### config.mk
export PLATFORM = sky130hd
export DESIGN_NAME = ocrf_filter_top
export DESIGN_NICKNAME = d
export VERILOG_FILES = /design/src/ocrf_pkg.sv /design/src/ocrf_filter_top.sv
export SDC_FILE = /design/constraint.sdc
export NUM_CORES = 2
export LEC_CHECK = 0
export ABC_AREA = 1
export BUFFER_PORTS_ARGS = -buffer_cell sky130_fd_sc_hd__clkbuf_2
export CAP_MARGIN = 40
export CORE_ASPECT_RATIO = 0.6
export CORE_UTILIZATION = 49
export CTS_BUF_LIST = sky130_fd_sc_hd__clkbuf_2
export CTS_CLUSTER_DIAMETER = 100
export DETAILED_ROUTE_END_ITERATION = 16
export PLACE_DENSITY = 0.66
export SYNTH_ARGS = -nofsm -noshare
export SYNTH_HDL_FRONTEND = slang
export SYNTH_SLANG_ARGS = --single-unit
### constraint.sdc
create_clock -name mclk -period 4.4 [get_ports mclk]
set_clock_uncertainty 0.05 [all_clocks]
set_input_delay 0 -clock mclk [delete_from_list [all_inputs] [get_ports mclk]]
set_output_delay 0 -clock mclk [all_outputs]
set_load 0.05 [all_outputs]
### src/ocrf_pkg.sv
// Constants, field layout and carrier types for the offcore response event filter
package ocrf_pkg;
  // Counter array shape
  localparam int NUM_CTR = 4;
  localparam int CTR_W = 32;
  localparam int OUT_W = 8;
  // Register indices as printed, byte address is four times the index
  localparam logic [9:0] IDX_CFG_A = 10'h1A6;
  localparam logic [9:0] IDX_CFG_B = 10'h1A7;
  localparam logic [11:0] A_CFGA_LO = {IDX_CFG_A, 2'b00};
  localparam logic [11:0] A_CFGB_LO = {IDX_CFG_B, 2'b00};
  localparam logic [11:0] A_CFGA_HI = 12'h6A0;
  localparam logic [11:0] A_CFGB_HI = 12'h6A4;
  localparam logic [11:0] A_STAT_LO = 12'h700;
  localparam logic [11:0] A_STAT_HI = 12'h704;
  localparam logic [11:0] A_SB_BASE = 12'h710;
  localparam logic [11:0] A_SB_LIMIT = 12'h714;
  localparam logic [11:0] A_SB_THRESH = 12'h718;
  localparam logic [11:0] A_SB_INDEX = 12'h71C;
  localparam logic [11:0] A_SB_APPL = 12'h720;
  // Per-counter banks, four words each, counter number in address bits 3:2
  localparam logic [7:0] BANK_EVTSEL = 8'h74;
  localparam logic [7:0] BANK_CTR = 8'h76;
  localparam logic [7:0] BANK_RELOAD = 8'h78;
  // Configuration register fields
  localparam int REQ_MSB = 15;
  localparam int RSP_LSB = 16;
  localparam int RSP_MSB = 37;
  localparam int ANY_RSP = 16;
  localparam int L2_HIT = 18;
  localparam int RSP_TRUE_MISS = 33;
  localparam int RSP_REMOTE_HIT_CLEAN = 34;
  localparam int RSP_REMOTE_HIT_DIRTY = 36;
  localparam int RSP_NON_MEMORY_TARGET = 37;
  localparam int OUTSTANDING = 38;
  localparam logic [15:0] REQ_USABLE = 16'hFFBF;
  localparam logic [63:0] CFG_A_WMASK = 64'h0000_0076_7FFF_FFBF;
  localparam logic [63:0] CFG_B_WMASK = 64'h0000_0036_7FFF_FFBF;
  localparam logic [63:0] CFG_RESET = 64'h0000_0000_0000_0000;
  // Counter select fields
  localparam logic [7:0] EVT_OFFCORE = 8'hB7;
  localparam logic [7:0] EVENT_UNIT_MASK_CFG_A = 8'h01;
  localparam logic [7:0] EVENT_UNIT_MASK_CFG_B = 8'h02;
  localparam int SEL_EN = 22;
  // Global status, high word holds bit 62
  localparam int STAT_SBOVF_HI = 30;
  // Sample buffer record length in bytes
  localparam logic [31:0] RECORD_BYTES = 32'h0000_00C8;
  // Bus answers
  localparam logic [1:0] RSP_OKAY = 2'h0;
  localparam logic [1:0] RSP_DECERR = 2'h3;

  // Completed offcore transaction with its response class
  typedef struct packed {
    logic valid;
    logic [15:0] reqType;
    logic [21:0] rspType;
  } ocrf_txn_t;

  // Request accepted by the external request queue
  typedef struct packed {
    logic valid;
    logic [15:0] reqType;
  } ocrf_accept_t;

  // Sample record write strobe
  typedef struct packed {
    logic valid;
    logic [31:0] addr;
    logic [NUM_CTR-1:0] applMask;
  } ocrf_record_t;
endpackage

### src/ocrf_filter_top.sv
// Offcore response filter, event counters and sample buffer bounds logic
//
// Summary of operation
// - Index reaching threshold sets overflow bit 62
// - Out-of-bounds index also sets bit 62
// - Out-of-bounds clears status bits in applicable mask
// - Out-of-bounds leaves counters without reload
// - Unit mask 01H uses A, 02H uses B
// - Each core owns its own register pair
// - Bits 15:0 pick eligible request types
// - Bits 30:16 pick supplier or L2 hit
// - Snoop bits 33, 34, 36; 31,32,35 reserved
// - Bit 37 qualifies non-memory targets
// - Request bits 0-5 defined, bit 6 reserved
// - Request bits 7-15 further request classes
// - Bit 38 accumulates outstanding request cycles
// - Outstanding bit exists only in register A
// - Zero count without valid request and response
// - Response valid if bit 16, 18, 33, 34 or 36 set, or bit 38 in A
// - Several bits together match any combination
// - Record carries mask of requesting counters
//
// The implementer's own choice: register access over Avalon-MM.
`timescale 1ns/1ps
module ocrf_filter_top
  import ocrf_pkg::*;
(
  input wire logic mclk,
  input wire logic rst_n,
  input wire logic [11:0] avs_address,
  input wire logic avs_read,
  input wire logic avs_write,
  input wire logic [3:0] avs_byteenable,
  input wire logic [31:0] avs_writedata,
  output logic [31:0] avs_readdata,
  output logic [1:0] avs_response,
  output logic avs_waitrequest,
  input wire ocrf_txn_t txnDone,
  input wire ocrf_accept_t txnAccept,
  output ocrf_record_t recordWrite,
  output logic sbOverflow
);

  // Bus answer state
  logic waitReq_r;
  logic [31:0] readData_r;
  logic [1:0] resp_r;
  // Offcore configuration, one pair per instance, so one pair per core
  logic [63:0] cfgA_r;
  logic [63:0] cfgB_r;
  // Global status and sample buffer state
  logic [NUM_CTR-1:0] ovfStat_r;
  logic sbOvf_r;
  logic [31:0] sbBase_r;
  logic [31:0] sbLimit_r;
  logic [31:0] sbThresh_r;
  logic [31:0] sbIndex_r;
  logic [NUM_CTR-1:0] lastAppl_r;
  logic [NUM_CTR-1:0] pendMask_r;
  ocrf_record_t rec_r;
  // Outstanding request tally for register A
  logic [OUT_W-1:0] outCnt_r;
  // Per-counter state
  logic [31:0] evtSel_r [NUM_CTR];
  logic [CTR_W-1:0] ctr_r [NUM_CTR];
  logic [CTR_W-1:0] reload_r [NUM_CTR];
  logic [NUM_CTR-1:0] ovfEvt;
  logic [NUM_CTR-1:0] ctrWr;
  logic [CTR_W-1:0] ctrInc [NUM_CTR];

  // Byte-lane merge of a write
  function automatic logic [31:0] beMerge(input logic [31:0] old, input logic [31:0] wd,
                                          input logic [3:0] be);
    logic [31:0] m;
    m = {{8{be[3]}}, {8{be[2]}}, {8{be[1]}}, {8{be[0]}}};
    return (old & ~m) | (wd & m);
  endfunction

  // Write takes effect on the edge where the master sees waitrequest low
  wire wrTake = avs_write && !waitReq_r;
  wire [1:0] ctrSlot = avs_address[3:2];
  wire inBankSel = avs_address[11:4] == BANK_EVTSEL;
  wire inBankCtr = avs_address[11:4] == BANK_CTR;
  wire inBankRel = avs_address[11:4] == BANK_RELOAD;
  wire hitCfgALo = avs_address == A_CFGA_LO;
  wire hitCfgAHi = avs_address == A_CFGA_HI;
  wire hitCfgBLo = avs_address == A_CFGB_LO;
  wire hitCfgBHi = avs_address == A_CFGB_HI;
  wire hitStatLo = avs_address == A_STAT_LO;
  wire hitStatHi = avs_address == A_STAT_HI;
  wire hitBase = avs_address == A_SB_BASE;
  wire hitLimit = avs_address == A_SB_LIMIT;
  wire hitThresh = avs_address == A_SB_THRESH;
  wire hitIndex = avs_address == A_SB_INDEX;
  wire hitAppl = avs_address == A_SB_APPL;
  wire mapped = hitCfgALo || hitCfgAHi || hitCfgBLo || hitCfgBHi || hitStatLo || hitStatHi
    || hitBase || hitLimit || hitThresh || hitIndex || hitAppl || inBankSel || inBankCtr
    || inBankRel;

  // Write-one-to-clear masks for status
  wire [31:0] w1cLo = (wrTake && hitStatLo) ? beMerge(32'h0000_0000, avs_writedata,
                                                       avs_byteenable) : 32'h0000_0000;
  wire [31:0] w1cHi = (wrTake && hitStatHi) ? beMerge(32'h0000_0000, avs_writedata,
                                                       avs_byteenable) : 32'h0000_0000;

  // Read selection
  wire [31:0] statLo = {{(32 - NUM_CTR){1'b0}}, ovfStat_r};
  wire [31:0] statHi = {1'b0, sbOvf_r, 30'h0000_0000};
  wire [31:0] rdSel =
    hitCfgALo ? cfgA_r[31:0] :
    hitCfgAHi ? cfgA_r[63:32] :
    hitCfgBLo ? cfgB_r[31:0] :
    hitCfgBHi ? cfgB_r[63:32] :
    hitStatLo ? statLo :
    hitStatHi ? statHi :
    hitBase ? sbBase_r :
    hitLimit ? sbLimit_r :
    hitThresh ? sbThresh_r :
    hitIndex ? sbIndex_r :
    hitAppl ? {{(32 - NUM_CTR){1'b0}}, lastAppl_r} :
    inBankSel ? evtSel_r[ctrSlot] :
    inBankCtr ? ctr_r[ctrSlot] :
    inBankRel ? reload_r[ctrSlot] : 32'h0000_0000;

  // One wait cycle per request, answer registered with it
  always_ff @(posedge mclk) begin
    if (!rst_n) begin
      waitReq_r <= 1'b1;
      readData_r <= 32'h0000_0000;
      resp_r <= RSP_OKAY;
    end else begin
      waitReq_r <= !((avs_read || avs_write) && waitReq_r);
      if ((avs_read || avs_write) && waitReq_r) begin
        readData_r <= avs_read ? rdSel : 32'h0000_0000;
        resp_r <= mapped ? RSP_OKAY : RSP_DECERR;
      end
    end
  end

  // Validity of the two filters
  // request field
  wire reqOkA = |(cfgA_r[REQ_MSB:0] & REQ_USABLE);
  wire reqOkB = |(cfgB_r[REQ_MSB:0] & REQ_USABLE);
  wire rspOkA = cfgA_r[ANY_RSP] | cfgA_r[L2_HIT] | cfgA_r[RSP_TRUE_MISS]
    | cfgA_r[RSP_REMOTE_HIT_CLEAN] | cfgA_r[RSP_REMOTE_HIT_DIRTY] | cfgA_r[OUTSTANDING];
  wire rspOkB = cfgB_r[ANY_RSP] | cfgB_r[L2_HIT] | cfgB_r[RSP_TRUE_MISS]
    | cfgB_r[RSP_REMOTE_HIT_CLEAN] | cfgB_r[RSP_REMOTE_HIT_DIRTY];
  wire validA = reqOkA && rspOkA;
  wire validB = reqOkB && rspOkB;
  wire outModeA = cfgA_r[OUTSTANDING];

  // Transaction matching
  // supplier and L2 hit qualify
  wire reqHitA = |(txnDone.reqType & cfgA_r[REQ_MSB:0] & REQ_USABLE);
  wire reqHitB = |(txnDone.reqType & cfgB_r[REQ_MSB:0] & REQ_USABLE);
  wire rspHitA = |(txnDone.rspType & cfgA_r[RSP_MSB:RSP_LSB]);
  wire rspHitB = |(txnDone.rspType & cfgB_r[RSP_MSB:RSP_LSB]);
  wire matchA = txnDone.valid && validA && !outModeA && reqHitA && rspHitA;
  wire matchB = txnDone.valid && validB && reqHitB && rspHitB;

  // Outstanding requests of the types chosen in A
  // response bits assumed zero here
  wire accHit = txnAccept.valid && |(txnAccept.reqType & cfgA_r[REQ_MSB:0] & REQ_USABLE);
  wire retHit = txnDone.valid && reqHitA;
  wire outFull = &outCnt_r;
  wire outEmpty = outCnt_r == '0;

  // Track accepted but unanswered requests, saturating
  always_ff @(posedge mclk) begin
    if (!rst_n) begin
      outCnt_r <= '0;
    end else if (accHit && !retHit && !outFull) begin
      outCnt_r <= outCnt_r + 1'b1;
    end else if (retHit && !accHit && !outEmpty) begin
      outCnt_r <= outCnt_r - 1'b1;
    end
  end

  // Per-counter increments for each filter
  // one per match, or the outstanding tally each cycle for A in outstanding mode
  wire [CTR_W-1:0] incA = outModeA ? ((validA) ? {{(CTR_W - OUT_W){1'b0}}, outCnt_r} : '0)
                                   : {{(CTR_W - 1){1'b0}}, matchA};
  wire [CTR_W-1:0] incB = {{(CTR_W - 1){1'b0}}, matchB};

  // Sample engine, one record per cycle while overflows are pending
  wire sampleGo = |pendMask_r;
  wire idxLow = sbIndex_r < sbBase_r;
  wire idxHigh = sbIndex_r > sbLimit_r;
  wire oob = idxLow || idxHigh;
  wire sampleOk = sampleGo && !oob;
  wire sampleBad = sampleGo && oob;
  wire [31:0] idxAdv = sbIndex_r + RECORD_BYTES;
  wire thrHit = sampleOk && (idxAdv >= sbThresh_r);

  // Counter bank
  for (genvar i = 0; i < NUM_CTR; i++) begin : g_ctr
    wire [7:0] code = evtSel_r[i][7:0];
    wire [7:0] event_unit_mask = evtSel_r[i][15:8];
    wire useA = evtSel_r[i][SEL_EN] && code == EVT_OFFCORE && event_unit_mask == EVENT_UNIT_MASK_CFG_A;
    wire useB = evtSel_r[i][SEL_EN] && code == EVT_OFFCORE && event_unit_mask == EVENT_UNIT_MASK_CFG_B;
    wire [CTR_W:0] sum = {1'b0, ctr_r[i]} + {1'b0, ctrInc[i]};
    assign ctrInc[i] = useA ? incA : (useB ? incB : '0);
    assign ctrWr[i] = wrTake && inBankCtr && ctrSlot == 2'(i);
    assign ovfEvt[i] = sum[CTR_W] && !ctrWr[i];

    // Software write, reload after a good record, else count
    always_ff @(posedge mclk) begin
      if (!rst_n) begin
        ctr_r[i] <= '0;
        evtSel_r[i] <= '0;
        reload_r[i] <= '0;
      end else begin
        if (wrTake && inBankSel && ctrSlot == 2'(i)) begin
          evtSel_r[i] <= beMerge(evtSel_r[i], avs_writedata, avs_byteenable);
        end
        if (wrTake && inBankRel && ctrSlot == 2'(i)) begin
          reload_r[i] <= beMerge(reload_r[i], avs_writedata, avs_byteenable);
        end
        if (ctrWr[i]) begin
          ctr_r[i] <= beMerge(ctr_r[i], avs_writedata, avs_byteenable);
        // reload only on a good record
        end else if (sampleOk && pendMask_r[i]) begin
          ctr_r[i] <= reload_r[i];
        end else begin
          ctr_r[i] <= sum[CTR_W-1:0];
        end
      end
    end
  end

  // Configuration registers, reserved bits stay zero
  // private pair per instance
  always_ff @(posedge mclk) begin
    if (!rst_n) begin
      cfgA_r <= CFG_RESET;
      cfgB_r <= CFG_RESET;
    end else if (wrTake) begin
      if (hitCfgALo) cfgA_r[31:0] <= beMerge(cfgA_r[31:0], avs_writedata, avs_byteenable)
                                       & CFG_A_WMASK[31:0];
      if (hitCfgAHi) cfgA_r[63:32] <= beMerge(cfgA_r[63:32], avs_writedata, avs_byteenable)
                                        & CFG_A_WMASK[63:32];
      if (hitCfgBLo) cfgB_r[31:0] <= beMerge(cfgB_r[31:0], avs_writedata, avs_byteenable)
                                       & CFG_B_WMASK[31:0];
      if (hitCfgBHi) cfgB_r[63:32] <= beMerge(cfgB_r[63:32], avs_writedata, avs_byteenable)
                                        & CFG_B_WMASK[63:32];
    end
  end

  // Status flags, hardware set wins over clear
  // bad index clears applicable bits
  wire [NUM_CTR-1:0] oobClr = sampleBad ? pendMask_r : '0;
  always_ff @(posedge mclk) begin
    if (!rst_n) begin
      ovfStat_r <= '0;
      sbOvf_r <= 1'b0;
      pendMask_r <= '0;
    end else begin
      ovfStat_r <= (ovfStat_r & ~w1cLo[NUM_CTR-1:0] & ~oobClr) | ovfEvt;
      sbOvf_r <= (sbOvf_r && !w1cHi[STAT_SBOVF_HI]) || thrHit || sampleBad;
      pendMask_r <= ovfEvt;
    end
  end

  // Sample buffer pointers and record strobe
  // record holds requesting counters
  always_ff @(posedge mclk) begin
    if (!rst_n) begin
      sbBase_r <= '0;
      sbLimit_r <= '0;
      sbThresh_r <= '0;
      sbIndex_r <= '0;
      lastAppl_r <= '0;
      rec_r <= '0;
    end else begin
      if (wrTake && hitBase) sbBase_r <= beMerge(sbBase_r, avs_writedata, avs_byteenable);
      if (wrTake && hitLimit) sbLimit_r <= beMerge(sbLimit_r, avs_writedata, avs_byteenable);
      if (wrTake && hitThresh) sbThresh_r <= beMerge(sbThresh_r, avs_writedata,
                                                     avs_byteenable);
      if (wrTake && hitIndex) begin
        sbIndex_r <= beMerge(sbIndex_r, avs_writedata, avs_byteenable);
      end else if (sampleOk) begin
        sbIndex_r <= idxAdv;
      end
      if (sampleOk) lastAppl_r <= pendMask_r;
      rec_r.valid <= sampleOk;
      rec_r.addr <= sampleOk ? sbIndex_r : rec_r.addr;
      rec_r.applMask <= sampleOk ? pendMask_r : rec_r.applMask;
    end
  end

  // Outputs straight from flops
  assign avs_waitrequest = waitReq_r;
  assign avs_readdata = readData_r;
  assign avs_response = resp_r;
  assign recordWrite = rec_r;
  assign sbOverflow = sbOvf_r;

  // Bus answers one cycle after the request
  // Handshake has one wait cycle
  bus_answer_a: assert property (@(posedge mclk) disable iff (!rst_n)
    (avs_read || avs_write) && waitReq_r |=> !waitReq_r ##1 waitReq_r)
    else $error("waitrequest did not drop for one cycle");
  thresh_flag_a: assert property (@(posedge mclk) disable iff (!rst_n)
    thrHit && !(wrTake && (hitIndex || hitThresh)) |=> sbOvf_r && sbIndex_r >= sbThresh_r)
    else $error("threshold did not set buffer overflow");
  bounds_flag_a: assert property (@(posedge mclk) disable iff (!rst_n)
    sampleGo && (sbIndex_r < sbBase_r || sbIndex_r > sbLimit_r) |=> sbOvf_r && !rec_r.valid)
    else $error("out of bounds index did not flag");
  bounds_clear_a: assert property (@(posedge mclk) disable iff (!rst_n)
    sampleBad && ovfEvt == '0 |=> (ovfStat_r & $past(pendMask_r)) == '0)
    else $error("applicable status bits not cleared");
  no_reload_a: assert property (@(posedge mclk) disable iff (!rst_n)
    sampleBad && pendMask_r[0] && !ctrWr[0] && ctrInc[0] == '0 |=> ctr_r[0] == $past(ctr_r[0]))
    else $error("counter changed on out of bounds record");
  cfgb_no_out_a: assert property (@(posedge mclk) disable iff (!rst_n)
    wrTake && hitCfgBHi && avs_byteenable == 4'hF
      |=> cfgB_r[63:32] == ($past(avs_writedata) & CFG_B_WMASK[63:32]))
    else $error("outstanding bit present in second register");
  cfga_hi_mask_a: assert property (@(posedge mclk) disable iff (!rst_n)
    wrTake && hitCfgAHi && avs_byteenable == 4'hF
      |=> cfgA_r[63:32] == ($past(avs_writedata) & CFG_A_WMASK[63:32]))
    else $error("first register high word not loaded");
  zero_count_a: assert property (@(posedge mclk) disable iff (!rst_n)
    g_ctr[0].useA && !validA |-> ctrInc[0] == '0)
    else $error("count with invalid filter");
  zero_count_b_a: assert property (@(posedge mclk) disable iff (!rst_n)
    g_ctr[1].useB && !validB |-> ctrInc[1] == '0)
    else $error("count with invalid second filter");
  appl_mask_a: assert property (@(posedge mclk) disable iff (!rst_n)
    sampleOk |=> rec_r.valid && rec_r.applMask == $past(pendMask_r)
      && sbIndex_r == $past(sbIndex_r) + RECORD_BYTES || $past(wrTake && hitIndex))
    else $error("record mask or index wrong");
  plain_count_a: assert property (@(posedge mclk) disable iff (!rst_n)
    g_ctr[0].useA && matchA && !ctrWr[0] && !sampleOk |=> ctr_r[0] == $past(ctr_r[0]) + 1'b1)
    else $error("plain match did not add one");
  plain_count_b_a: assert property (@(posedge mclk) disable iff (!rst_n)
    g_ctr[1].useB && matchB && !ctrWr[1] && !sampleOk |=> ctr_r[1] == $past(ctr_r[1]) + 1'b1)
    else $error("second filter match did not add one");
  busy_accum_a: assert property (@(posedge mclk) disable iff (!rst_n)
    g_ctr[0].useA && outModeA && validA && !ctrWr[0] && !sampleOk
      |=> ctr_r[0] == $past(ctr_r[0]) + $past(outCnt_r))
    else $error("outstanding tally not added");

  // Main scenarios
  cov_bad_idx: cover property (@(posedge mclk) disable iff (!rst_n) sampleBad);
  cov_thresh: cover property (@(posedge mclk) disable iff (!rst_n) thrHit);
  cov_outst: cover property (@(posedge mclk) disable iff (!rst_n) outModeA && outCnt_r > 1);
  cov_record: cover property (@(posedge mclk) disable iff (!rst_n) rec_r.valid);
  cov_plain_b: cover property (@(posedge mclk) disable iff (!rst_n) matchB && g_ctr[1].useB);

endmodule // ocrf_filter_top

==> flow_summary.ini <==
[synthesis]
synth_seq_cells = 669
synth_top_cell_by_area = edfxtp_1
synthDistinctLibCells = 63
ys_top_cells_by_count = 1045 x nand2_1, 690 x nor2_1, 572 x a21oi_1
synth_area_leaders = edfxtp_1 29%, dfxtp_1 14%, nand2_1 9.7%
avgSynthCellArea_sq_um = 7.64
synth_edf_count = 384
syn-cell-area_sq_um = 40300
synth.most_common_cell = nand2_1
ys_seq_area_share_pct = 42.7
synthCells = 5279
yosysWarnings = 0
synth.top_cell.area_share_pct = 28.6
synth-async-reset-ratio_pct = 0
synthFlopType = edfxtp_1

[cts]
h-tree-depth = 4
cts_buffer_depth = 3
cts.sinks = 669
clk_pin_slew_worst_paths_ps = 110
cts_tree = done
cts_buffers = 168
clk_latency_ps = 1580
clockRootBuffer = clkbuf_2

[cells_and_area]
fin_nets = 6138
drive_above_1_share_pct = 13.0
area_growth_pct = 18.2
post-route-util_pct = 58.5

[global_route]
grt_pass1_wl_microns = 265000
grt_pass1_vias = 39300
antenna_found_initial = 11
grt_usage_pct = 43.4
grt_overflow_total = 0
grt_start_max_net_pins = 83

[floorplanning]
dieArea_sq_um = 83500
start_util_pct = 49.5
rows = 81
dieHeight_microns = 224
die_w_microns = 372
core-area_sq_um = 81500
ioPinCount = 181

[route]
dr.pass1.iters = 7
wl_microns = 185000
drt_first_iter_violations = 7559
wl_per_cell_microns = 26.1
route.vias.total = 44000
ant_nets = 0
drc = 0
viasPerCell = 6.21

[sta]
rsz0062_at_grt = true
setup_viol = 0
max_freq_mhz = 229
max-slew-margin-rel_pct = 27.7
drv_slew = 0
finalHoldViolations = 3
period_minus_slack_ps = 4370
whs_ps = -75.9
finalCritPeriodShare_pct = 99.2
worstMarginPinSlew_ps = 1080

[setup_path]
worstSetupStartpointType = register
cp-end-kind = register
arrival_ps = 5710
worst_ep_required_time_ps = 5750
crit_fanout = 7
path_class = register to register

[run_status]
outcome = finished, violations left
violations = hold timing

[placed_design]
io_buffer_count = 175
place_congestion = 1.08
dp_hpwl_microns = 133000

[power_and_ir_drop]
p_total_w = 0.0131
power.density_nw_per_um2 = 275
leakage_nw = 19.8
ir_drop_mv = 0.198

[run]
maxCapViolations = 0

[min_path]
hp-class = input pin to register
==> cells in the final DEF, fill, tap and decap left out, drive strengths merged, types with 6 or more instances in the layout <==
cell | synthesis | layout
nand2 | 1059 | 1059
nor2 | 716 | 716
a21oi | 572 | 572
o21ai | 424 | 424
clkbuf | 175 | 414
inv | 400 | 404
edfxtp | 384 | 384
dfxtp | 285 | 285
nand3 | 276 | 276
dlygate4sd3 | 0 | 229
buf | 101 | 187
ha | 134 | 134
o22ai | 129 | 129
conb | 1 | 128
o211ai | 121 | 121
xor2 | 96 | 96
nand4 | 95 | 95
clkinv | 27 | 58
nor3 | 57 | 57
xnor2 | 38 | 38
nor4 | 27 | 27
or2 | 26 | 26
a32oi | 21 | 21
a22oi | 20 | 20
diode | 0 | 14
a211oi | 12 | 12
a22o | 9 | 9
o221ai | 9 | 9
a221oi | 9 | 9
a31oi | 7 | 7
nand3b | 6 | 6
a21o | 6 | 6
==> cell families after synthesis <==
group,count (synthesis),synth area share [%]
other,1,0.00930
adder cells (fa/ha/maj),139,4.40
buffers and inverters,703,6.97
flip-flops,669,42.7
AO/OA/AOI/OAI,1359,18.9
AND/OR/NAND/NOR,2274,24.1
XOR/XNOR,134,2.91
==> area by class of cell <==
class,count,area [sq um]
inverter,427,1610
multi-input combinational,4034,21000
sequential,669,17200
timing repair buffer,591,4880
antenna,14,35.0
clock buffer,240,1200
fill,7722,33800
clock inverter,43,318
tap,1079,1350
==> final timing paths <==
path,start,to,slack (ps),depth (start not counted)
worst max register to register,register,sbOverflow$_SDFF_PN0_,30,20
worst min register to register,avs_readdata[5]$_SDFFE_PN0P_,avs_readdata[5]$_SDFFE_PN0P_,420,2
worst min-delay path,avs_address[8],avs_readdata[2]$_SDFFE_PN0P_,-80,13
worst max-delay path,register,sbOverflow$_SDFF_PN0_,30,20
==> per-layer routing <==
layer,track usage (%),part of all wire (%)
met1,64.2,42
met2,54.7,37
met3,18.1,17
met4,16.3,3.8
met5,0.991,0.085
==> power breakdown <==
part | internal [W] | leakage (nW) | switching (W)
logic | 0.000454 | 12.4 | 0.000999
registers | 0.00677 | 6.24 | 0.000218
clock network | 0.00175 | 1.14 | 0.00290
==> per-stage QoR <==
step	TNS (ps)	hold slack [ps]	cell area (sq um)	worst slack (ps)	cells
after floorplan	0	98.8	40800	337	5406
after global placement	0	335	43500	221	6557
after detailed placement	0	327	43600	191	6565
after CTS	0	5.25	47500	11.6	7080
after global routing	-12.1	-12.1	47600	-6.28	7090
final	0	-75.9	47700	34.2	7097
==> worst max-delay path, cell delays in order (launching register included) <==
cell and delay [ps]:
dfxtp_1 590, nand3_1 180, nand2_1 160, nand2_1 90
nor2_2 170, nand3_2 280, nor2_1 320, nand2_1 140
nor2_1 290, xnor2_1 210, inv_1 70, ha_1 270
nand4_1 90, inv_1 100, nand2_1 100, nor4_1 490
buf_4 260, nand4_1 80, nand3_1 120, o21ai_0 80
a21oi_1 120
==> timing repair <==
item,in CTS,in global routing
gates resized for setup,0,31
endpoints found under the hold margin,923,6
endpoints found under the setup margin,0,47
setup buffers,0,3
hold buffers,232,2
Note: power is estimated with default switching activity, not from simulation.
